<file path="config.mk">
export PLATFORM = sky130hd
export DESIGN_NAME = rco_channel_ctrl
export DESIGN_NICKNAME = d
export VERILOG_FILES = /design/src/include/rco_pkg.sv /design/src/verilog/rco_channel_ctrl.sv
export SDC_FILE = /design/constraint.sdc
export NUM_CORES = 1
export LEC_CHECK = 0
export BUFFER_PORTS_ARGS = -buffer_cell sky130_fd_sc_hd__buf_2
export CORE_MARGIN = 2
export CORE_UTILIZATION = 50
export DETAILED_ROUTE_END_ITERATION = 7
export GPL_TIMING_DRIVEN = 0
export PLACE_DENSITY = 0.67
export RECOVER_POWER = 25
export SLEW_MARGIN = 30
export SYNTH_ARGS = -nofsm -noshare
export SYNTH_HDL_FRONTEND = slang
export SYNTH_SLANG_ARGS = --single-unit
</file>
<file path="constraint.sdc">
create_clock -name clk -period 2.63 [get_ports clk]
set_input_delay 0.1315 -clock clk [delete_from_list [all_inputs] [get_ports clk]]
set_output_delay 0.1315 -clock clk [all_outputs]
set_load 0.01 [all_outputs]
</file>
<file path="src/include/rco_pkg.sv">
// package for the retimer channel override control block
// assumes a byte-wide register port and one system clock
package rco_pkg;

	// ----------------------------------------------------------------
	// register offsets
	// ----------------------------------------------------------------
	localparam logic [7:0] ADDR_CUR_BOOST  = 8'h03;
	localparam logic [7:0] ADDR_TUNE_A     = 8'h08;
	localparam logic [7:0] ADDR_OVR_CTRL   = 8'h09;
	localparam logic [7:0] ADDR_TUNE_B     = 8'h0b;
	localparam logic [7:0] ADDR_LIMIT      = 8'h13;
	localparam logic [7:0] ADDR_SIGDET     = 8'h14;
	localparam logic [7:0] ADDR_OUT_SEL    = 8'h1e;
	localparam logic [7:0] ADDR_RATE       = 8'h2f;
	localparam logic [7:0] ADDR_ADAPT      = 8'h31;
	localparam logic [7:0] ADDR_SRCH_MODE  = 8'h36;
	localparam logic [7:0] ADDR_LOW_BOOST  = 8'h3a;

	// ----------------------------------------------------------------
	// reset values and field positions
	// ----------------------------------------------------------------
	localparam logic [7:0] RST_ZERO        = 8'h00;
	localparam logic [7:0] RST_OUT_SEL     = 8'he0;
	localparam logic [7:0] RST_ADAPT       = 8'h20;
	localparam int         BIT_TUNE_OVR    = 7;
	localparam int         BIT_OUT_OVR     = 5;
	localparam int         BIT_QCLK_OVR    = 4;
	localparam int         BIT_LIMIT       = 2;
	localparam int         BIT_SD_FORCE_ON = 7;
	localparam int         BIT_SD_FORCE_OFF= 6;
	localparam int         BIT_QCLK_SEL    = 0;
	localparam logic [1:0] ADAPT_OFF       = 2'h0;
	localparam logic [1:0] SRCH_AUTO       = 2'h3;

	// divider codes: ratio = 2**code
	localparam logic [2:0] DIV_1           = 3'h0;
	localparam logic [2:0] DIV_8           = 3'h3;
	localparam logic [2:0] DIV_MAX         = 3'h4;

	// output source codes
	typedef enum logic [2:0] {
		SRC_RAW    = 3'h0,
		SRC_RETIME = 3'h1,
		SRC_ICLK   = 3'h2,
		SRC_QCLK   = 3'h3,
		SRC_PATGEN = 3'h4,
		SRC_SLOW   = 3'h5,
		SRC_BAD    = 3'h6,
		SRC_MUTE   = 3'h7
	} rco_src_t;

	typedef enum logic [1:0] {
		ST_IDLE,
		ST_TUNE,
		ST_TRY,
		ST_LOCKED
	} rco_fsm_t;

	// register port request
	typedef struct packed {
		logic       wr;
		logic       rd;
		logic [7:0] addr;
		logic [7:0] wdata;
	} rco_regreq_t;

	// analog channel status
	typedef struct packed {
		logic       sigPresent;
		logic       cdrLock;
		logic       tryFail;
		logic       tuneDone;
		logic [4:0] tuneCode;
	} rco_chstat_t;

	// controls toward the analog channel
	typedef struct packed {
		logic [7:0] eqBoost;
		logic       limitMode;
		logic [4:0] tuneCode;
		logic [2:0] divCode;
		logic       tuneSearch;
		logic [3:0] tuneRange;
		rco_src_t   outSrc;
		logic       chanPowerUp;
		logic       sigDetEff;
		logic       qClkEn;
		logic       oscFreeRun;
		logic       syncToInput;
		logic       dataUndef;
	} rco_chctl_t;

	typedef struct packed {
		rco_fsm_t   fsm;
		logic       useB;
		logic [7:0] curBoost;
		logic [7:0] tuneA;
		logic [7:0] ovrCtrl;
		logic [7:0] tuneB;
		logic [7:0] limitCtl;
		logic [7:0] sigDetCtl;
		logic [7:0] outSel;
		logic [7:0] rate;
		logic [7:0] adapt;
		logic [7:0] srchMode;
		logic [7:0] lowBoost;
		logic [7:0] rdData;
		rco_chctl_t ctl;
	} rco_state_t;

endpackage

</file>
<file path="src/verilog/rco_channel_ctrl.sv">
// override control for one retimer channel: boost source, coarse tuning
// search, output source selection and forced signal detect
// assumes all inputs synchronous to clk and a byte register port
//
// Behaviour
// - lowest-rate lock search takes boost from low-rate boost register
// - lock search copies low-rate boost into current boost register
// - after forcing, lost lock retries without touching boost
// - limiting register bit 2 puts final equalizer stage in limiting
// - search mode 11 first runs coarse tuning search over rate range
// - override tuning codes used only while override enable bit 7 set
// - override: try code A at divide 8, then code B at divide 1
// - keep alternating codes until lock or override enable cleared
// - output select codes: mute, invalid, slow, pattern, clocks, data
// - without override, select field drives output only when unlocked
// - with override, select field drives output even when locked
// - no signal detected powers channel down and mutes output
// - detect bit 7 set, bit 6 clear forces signal detect on
// - both detect bits clear returns detect to automatic circuitry
// - slow free-running clock selectable whenever output overridden
// - without input the oscillator free-runs on divider and tuning
// - when locked, clocks and pattern output are input-synchronous
// - data selected without input is flagged undefined
// - adapt mode in bits 6:5, zero disables boost overriding
// - lock lost restarts the full lock and adaptation sequence
// - reacquisition starts at the largest divider, the lowest rate
`timescale 1ns/100ps

module rco_channel_ctrl
	import rco_pkg::*;
(
	// clock and reset
	input  wire logic        clk,
	input  wire logic        rst,
	// register port
	input  wire rco_regreq_t regReq,
	output      logic [7:0]  regRdData,
	// analog channel status and controls
	input  wire rco_chstat_t chStat,
	output      rco_chctl_t  chCtl
);

	// ----------------------------------------------------------------
	// state
	// ----------------------------------------------------------------
	rco_state_t st_ff;
	rco_state_t nxt_st;

	logic       tuneOvr;
	logic       outOvr;
	logic [1:0] adaptMode;
	logic       sdForceOn;
	logic       sdForceOff;
	logic       sigOk;
	logic       lowRateTry;
	rco_src_t   selField;

	// decoded controls from the current register contents
	always_comb begin
		tuneOvr    = st_ff.ovrCtrl[BIT_TUNE_OVR];
		outOvr     = st_ff.ovrCtrl[BIT_OUT_OVR];
		adaptMode  = st_ff.adapt[6:5];
		sdForceOn  = st_ff.sigDetCtl[BIT_SD_FORCE_ON];
		sdForceOff = st_ff.sigDetCtl[BIT_SD_FORCE_OFF];
		selField   = rco_src_t'(st_ff.outSel[7:5]);
		// force-off wins over force-on; both clear means automatic
		if (sdForceOff) begin
			sigOk = 1'b0;
		end else if (sdForceOn) begin
			sigOk = 1'b1;
		end else begin
			sigOk = chStat.sigPresent;
		end
		// boost overriding only when adaptation is on and not tuning by hand
		lowRateTry = (st_ff.fsm == ST_TRY) && !tuneOvr
			&& (adaptMode != ADAPT_OFF);
	end

	// ----------------------------------------------------------------
	// next state
	// ----------------------------------------------------------------
	always_comb begin
		nxt_st = st_ff;

		// register writes
		if (regReq.wr) begin
			case (regReq.addr)
				ADDR_CUR_BOOST: begin
					nxt_st.curBoost = regReq.wdata;
				end
				ADDR_TUNE_A: begin
					nxt_st.tuneA = regReq.wdata;
				end
				ADDR_OVR_CTRL: begin
					nxt_st.ovrCtrl = regReq.wdata;
				end
				ADDR_TUNE_B: begin
					nxt_st.tuneB = regReq.wdata;
				end
				ADDR_LIMIT: begin
					nxt_st.limitCtl = regReq.wdata;
				end
				ADDR_SIGDET: begin
					nxt_st.sigDetCtl = regReq.wdata;
				end
				ADDR_OUT_SEL: begin
					nxt_st.outSel = regReq.wdata;
				end
				ADDR_RATE: begin
					nxt_st.rate = regReq.wdata;
				end
				ADDR_ADAPT: begin
					nxt_st.adapt = regReq.wdata;
				end
				ADDR_SRCH_MODE: begin
					nxt_st.srchMode = regReq.wdata;
				end
				ADDR_LOW_BOOST: begin
					nxt_st.lowBoost = regReq.wdata;
				end
				default: begin
				end
			endcase
		end

		// the search copy wins over a software write in the same cycle,
		// so a forced boost must be made with adaptation off
		if (lowRateTry) begin
			nxt_st.curBoost = st_ff.lowBoost;
		end

		// register reads, unmapped offsets return zero
		if (regReq.rd) begin
			case (regReq.addr)
				ADDR_CUR_BOOST: nxt_st.rdData = st_ff.curBoost;
				ADDR_TUNE_A:    nxt_st.rdData = st_ff.tuneA;
				ADDR_OVR_CTRL:  nxt_st.rdData = st_ff.ovrCtrl;
				ADDR_TUNE_B:    nxt_st.rdData = st_ff.tuneB;
				ADDR_LIMIT:     nxt_st.rdData = st_ff.limitCtl;
				ADDR_SIGDET:    nxt_st.rdData = st_ff.sigDetCtl;
				ADDR_OUT_SEL:   nxt_st.rdData = st_ff.outSel;
				ADDR_RATE:      nxt_st.rdData = st_ff.rate;
				ADDR_ADAPT:     nxt_st.rdData = st_ff.adapt;
				ADDR_SRCH_MODE: nxt_st.rdData = st_ff.srchMode;
				ADDR_LOW_BOOST: nxt_st.rdData = st_ff.lowBoost;
				default:        nxt_st.rdData = RST_ZERO;
			endcase
		end

		// lock sequence
		case (st_ff.fsm)
			ST_IDLE: begin
				nxt_st.useB = 1'b0;
				if (sigOk && !tuneOvr
					&& st_ff.srchMode[5:4] == SRCH_AUTO) begin
					nxt_st.fsm = ST_TUNE;
				end else if (sigOk) begin
					nxt_st.fsm = ST_TRY;
				end
			end
			ST_TUNE: begin
				if (!sigOk) begin
					nxt_st.fsm = ST_IDLE;
				end else if (tuneOvr || chStat.tuneDone) begin
					nxt_st.fsm = ST_TRY;
				end
			end
			ST_TRY: begin
				if (!sigOk) begin
					nxt_st.fsm = ST_IDLE;
				end else if (chStat.cdrLock) begin
					nxt_st.fsm = ST_LOCKED;
				end else if (chStat.tryFail && tuneOvr) begin
					nxt_st.useB = !st_ff.useB;
				end
			end
			ST_LOCKED: begin
				// lost lock restarts the whole sequence at the lowest rate
				if (!sigOk || !chStat.cdrLock) begin
					nxt_st.fsm = ST_IDLE;
				end
			end
			default: begin
				nxt_st.fsm = ST_IDLE;
			end
		endcase

		// boost: fixed low-rate value during the search, else current
		if (lowRateTry) begin
			nxt_st.ctl.eqBoost = st_ff.lowBoost;
		end else begin
			nxt_st.ctl.eqBoost = st_ff.curBoost;
		end
		nxt_st.ctl.limitMode = st_ff.limitCtl[BIT_LIMIT];

		// coarse tuning code and divider
		nxt_st.ctl.tuneSearch = (st_ff.fsm == ST_TUNE);
		nxt_st.ctl.tuneRange  = st_ff.rate[7:4];
		if (tuneOvr) begin
			if (st_ff.useB) begin
				nxt_st.ctl.tuneCode = st_ff.tuneB[4:0];
				nxt_st.ctl.divCode  = DIV_1;
			end else begin
				nxt_st.ctl.tuneCode = st_ff.tuneA[4:0];
				nxt_st.ctl.divCode  = DIV_8;
			end
		end else begin
			if (chStat.tuneDone && st_ff.fsm == ST_TUNE) begin
				nxt_st.ctl.tuneCode = chStat.tuneCode;
			end
			// reacquisition begins at the largest divider
			nxt_st.ctl.divCode = DIV_MAX;
		end

		// output source selection
		nxt_st.ctl.sigDetEff   = sigOk;
		nxt_st.ctl.chanPowerUp = sigOk;
		if (!sigOk) begin
			nxt_st.ctl.outSrc = SRC_MUTE;
		end else if (outOvr) begin
			nxt_st.ctl.outSrc = selField;
		end else if (st_ff.fsm == ST_LOCKED) begin
			nxt_st.ctl.outSrc = SRC_RETIME;
		end else begin
			nxt_st.ctl.outSrc = selField;
		end
		// no undefined source ever reaches the driver
		if (nxt_st.ctl.outSrc == SRC_BAD) begin
			nxt_st.ctl.outSrc = SRC_MUTE;
		end
		nxt_st.ctl.qClkEn = st_ff.ovrCtrl[BIT_QCLK_OVR]
			&& st_ff.outSel[BIT_QCLK_SEL];

		// oscillator and synchronisation status
		nxt_st.ctl.oscFreeRun  = !chStat.sigPresent;
		nxt_st.ctl.syncToInput = (st_ff.fsm == ST_LOCKED);
		nxt_st.ctl.dataUndef   = !chStat.sigPresent && sigOk
			&& (nxt_st.ctl.outSrc == SRC_RAW
			|| nxt_st.ctl.outSrc == SRC_RETIME);
	end

	// ----------------------------------------------------------------
	// registers
	// ----------------------------------------------------------------
	always_ff @(posedge clk) begin
		if (rst) begin
			st_ff                 <= '0;
			st_ff.fsm             <= ST_IDLE;
			st_ff.outSel          <= RST_OUT_SEL;
			st_ff.adapt           <= RST_ADAPT;
			st_ff.ctl.divCode     <= DIV_MAX;
			st_ff.ctl.outSrc      <= SRC_MUTE;
		end else begin
			st_ff <= nxt_st;
		end
	end

	assign regRdData = st_ff.rdData;
	assign chCtl     = st_ff.ctl;
endmodule

</file>
# [Word level (Yosys, flattened, before mapping)]
# Index checks and enable logic that the tools add are counted.
[totals] reg_bits=129 out_inout_bits=39 word_cells=125
[op_classes] eq_ne=24 muxes=36 n_bitwise=1 n_reduce_logical=38
[ops] cell="$mux 8" count=15
[ops] cell="$mux 88" count=1
[ops] cell="$pmux 8 s11" count=1
[ops] cell="$eq 8x6->1 const B" count=4
[ops] cell="$eq 8x4->1 const B" count=3
[ops] cell="$eq 8x5->1 const B" count=3
[ops] cell="$reduce_and 2->1" count=11
[ops] cell="$mux 2" count=7
[ops] cell="$mux 3" count=4
[ops] cell="$reduce_bool 2->1" count=5
[ops] cell="$logic_and 1x1->1" count=9
[ops] cell="$eq 8x2->1 const B" count=1
[ops] cell="$pmux 2 s4" count=1
[ops] cell="$reduce_and 4->1" count=2
[ops] cell="$eq 2x2->1 const B" count=3
[ops] cell="$ne 3x3->1 const B" count=2
[ops] cell="$logic_not 1->1" count=5
[ops] cell="$mux 1" count=5
[ops] cell="$mux 5" count=1
[ops] cell="$ne 2x1->1 const B" count=2
[ops] cell="$ne 2x2->1 const B" count=2
[ops] cell="$eq 3x1->1 const B" count=1
[ops] cell="$eq 3x3->1 const B" count=1
[ops] cell="$logic_not 3->1" count=1
[ops] cell="other kinds (7)" count=9

# [Logic depth before layout (Yosys ltp)]
[logic_depth] ltp_word=9 mapped_depth=8

# [Worst setup path before layout]
# Ideal clock, no wire load.
[synth_timing] kind="in2reg" from="input regReq[13] (netlist name)" to="register st_ff[124] (netlist name)" setup_ps=117 arrival_ps=1462 required_time_ps=2513 path_slack_ps=1051 path_stages=6 path_cell_list="buf_6 -> or3_1 -> nor3b_4 -> nand2_2 -> a21o_1 -> o2bb2ai_1"
[synth_between] elab_chain_len=3
[synth_lines] item="from (decl)" line_no="rco_channel_ctrl.sv:36" text="input wire rco_regreq_t regReq,"
[synth_lines] item="$eq 8x2->1" line_no="rco_channel_ctrl.sv:87" text="case (regReq.addr)"
[synth_lines] item="$reduce_bool 2->1 (no line)"
[synth_lines] item="$reduce_and 2->1 (no line)"
[synth_lines] item="to (signal assigned)" line_no="rco_channel_ctrl.sv:254" text="st_ff <= nxt_st;"
[synth_lines] item="to (decl)" line_no="rco_channel_ctrl.sv:46" text="rco_state_t st_ff;"
# Every way passes these cells.
# A chain may end at the register's enable or synchronous reset.

# [Final worst setup path]
[layout_timing] from="register st_ff[110] (netlist name)" to="register st_ff[125] (netlist name)"
[layout_between] elab_chain_len=5
[layout_lines] item="$logic_not 1->1 (*)" line_no="rco_channel_ctrl.sv:75" text="lowRateTry = (st_ff.fsm == ST_TRY) && !tuneOvr"
[layout_lines] item="$logic_and 1x1->1 (*)" line_no="rco_channel_ctrl.sv:75"
[layout_lines] item="$logic_and 1x1->1 (*)" line_no="rco_channel_ctrl.sv:76" text="&& (adaptMode != ADAPT_OFF);"
[layout_lines] item="$reduce_bool 2->1 (no line)"
[layout_lines] item="$reduce_and 2->1 (no line)"
# Every way passes the cells marked *; elsewhere a longest branch is shown, timed or not.

==> flow_summary.ini <==
[outcome]
outcome = finished clean

[setup_path]
start_kind = flip-flop
crit_type = flip-flop to flip-flop
crit_start = st_ff[110]$_SDFFE_PP0P_
rrSetupSlack_ns = 0.56
cp.required_ns = 2.95
end_kind = flip-flop
critPathCapture = st_ff[125]$_SDFFE_PP0P_
critical_path_arrival_ns = 2.39
r2r-start = st_ff[110]$_SDFFE_PP0P_
worst_r2r_endpoint = st_ff[125]$_SDFFE_PP0P_
crit_fanout = 10
ff2ff_path_depth = 6

[routing]
drc = 0
avgRoutedWirePerCell_um = 19.2
vias_per_cell = 5.93
firstDrtPassIters = 6
via_count = 5585
drtIter0Drc = 529
routed_wirelength_um = 18100
ant_nets = 0

[yosys]
synthFlopType = dfxtp_1
synth_edf_count = 0
syn_nets = 732
synth_compound_area_share_pct = 15.2
ys_warn_count = 0
syn_inst = 703
synth_mux_area_share_pct = 11.5
synth_area_sq_um = 6150
synthDistinctLibCells = 69
synth_top_family_by_area = simple AND/OR/NAND/NOR gates
synth-seq-area-share_pct = 41.6
synthAdderAreaFrac_pct = 0
synth-xor-area-share_pct = 0.285
synth_simple_gate_area_share_pct = 21.8
async_flop_share_pct = 0
ys_ff_latch = 128
syn_area_per_cell_sq_um = 8.75

[sta]
tightest_slew_ns = 0.927
final.min_clock_period_ns = 2.07
fmax_mhz = 484
worst_clock_skew_ns = 0.00470
slew_headroom_pct = 37.9
fin_setup_tns_ns = 0
final-max-slew-violation-count = 0
hold_viol_final = 0
fin_crit_sh_pct = 78.6
setup_viol = 0
rsz0062_at_grt = no

[cts]
ctsResizeCount = 0
holdBufCountCts = 1
post_cts_buffers = 0
clk_path_buf_depth = 2
worstSkewPairLatency_ns = 0.42
htreeDepth = 4
clkTransAtPathRegs_ns = 0.06
cts_tree = done
clock-sinks = 128
root_buffer = clkbuf_16
cts_made_buffers = 17

[power]
p_leak_uw = 0.00302
power_uw = 4750
netSwitchingPower_uw = 1170
p_sw_share_pct = 24.7
ir_drop_v = 0.000342
seq_power_share_pct = 42.1
p_per_area_nw_per_um2 = 660
p_comb_share_pct = 8.0
clkPwrFrac_pct = 49.9
p_int_uw = 3580

[flow_run]
drv_cap = 0

[floorplan]
die_area_sq_um = 13200
start_util_pct = 51.2
rows = 40
die_height_um = 115
ios = 68
die_x_um = 115
core-area_sq_um = 12000

[finish]
diodes = 0
drive_gt1_share_pct = 19.0
final_nets = 812
area_growth_pct = 17.0
design_area_sq_um = 7200
utilization_pct = 59.9

[global_route]
grt_overflow = 0
grt_max_degree = 17
grt_usage_pct = 27.9
grt_first_pass_wirelength_um = 27900
grt_pass1_vias = 5225
antenna_found_initial = 0

[min_path]
hold_class = input pin to flip-flop

[place]
gp_congestion = 0.955
placed_area_sq_um = 6640
numPortBuffers = 60
hpwl_um = 12900
## power by group through the flow
stage / registers, uW / clock network, uW / logic (uW)
2_1_floorplan: 2030 / 0 / 243
3_3_place_gp: 2040 / 0 / 359
3_5_place_dp: 2040 / 0 / 368
4_1_cts: 2000 / 2370 / 374
5_1_grt: 2000 / 2470 / 406
6_report: 2000 / 2370 / 378
## final cells by class
type                       instances  area [sq um]
buffer                            94           541
clock buffer                      17           425
clock inverter                    14           166
fill                            1066          4810
inverter                          13          48.8
multi-input combinational        468          3000
sequential                       128          2560
tap                              147           184
timing repair buffer              61           269
## kinds of logic after synthesis
logic type	Yosys count
AOI/OAI and AO/OA	129
muxes	70
DFF	128
buffers and inverters	107
and+or+nand+nor	267
xor gates and xnor gates	2
## cell usage after synthesis (9+ instances only)
| cell | n | area [sq um] |
|---|---|---|
| clkbuf_1 | 35 | 131 |
| dfxtp_1 | 128 | 2560 |
| o21ai_0 | 9 | 45.0 |
| buf_4 | 43 | 323 |
| nand2_1 | 69 | 259 |
| nand3_1 | 23 | 115 |
| a21oi_1 | 42 | 210 |
| a22o_1 | 9 | 78.8 |
| nor2_1 | 113 | 424 |
| nor2b_1 | 9 | 56.3 |
| mux2i_1 | 62 | 621 |
| buf_2 | 15 | 75.1 |
| inv_1 | 13 | 48.8 |
## worst max-delay path, cell delays in order (launching register included)
cell and delay (ns):
dfxtp_1 0.30, clkbuf_1 0.45, or3_1 0.20, clkbuf_1 0.22
clkbuf_1 0.41, nor2_1 0.10, a311oi_1 0.27
## layer usage
metal	track usage [%]	routed length [um]	up-vias
met2	44.4	8330	279
li1	-	-	2590
met3	6.43	1400	43
met1	36.6	7850	2673
met5	0	0	-
met4	11.7	544	0
## stage by stage
step	setup slack, ns	hold slack (ns)	std cells
2_1_floorplan	1.05	0.203	703
3_3_place_gp	0.532	0.330	910
3_5_place_dp	0.455	0.330	910
4_1_cts	0.575	0.0116	942
5_1_grt	0.355	0.0206	942
6_report	0.563	0.0104	942
## how the worst min path moves through the flow
stage                    from                      end  cells past startpoint
finish              regReq[4]  st_ff[123]$_SDFFE_PP0P_                      3
global placement    chStat[8]      chCtl[0]$_SDFF_PP0_                      2
CTS                 regReq[4]  st_ff[123]$_SDFFE_PP0P_                      3
detailed placement  chStat[8]      chCtl[0]$_SDFF_PP0_                      2
floorplan           chStat[8]      chCtl[0]$_SDFF_PP0_                      1
global route        regReq[1]  st_ff[120]$_SDFFE_PP0P_                      3
## placed cells by master, fill, tap and decap left out, drive strengths merged, types with 6 or more instances in the layout
cell type and n:
dfxtp 128, nor2 113, clkbuf 87, buf 84, nand2 70, mux2i 62, a21oi 42, nand3 26
inv 15, a211oi 13, o21ai 10, nor2b 9, a22o 9, a311oi 9, mux2 8, a22oi 7
and2 6, nand4 6
## registers in the layout, indices dropped and copies added (netlist names)
signal	flops
st_ff	78
regRdData	8
selField	3
chCtl	29
sdForceOn	1
sdForceOff	1
adaptMode	2
outOvr	1
nxt_st	5
(Power assumes the default switching activity.)
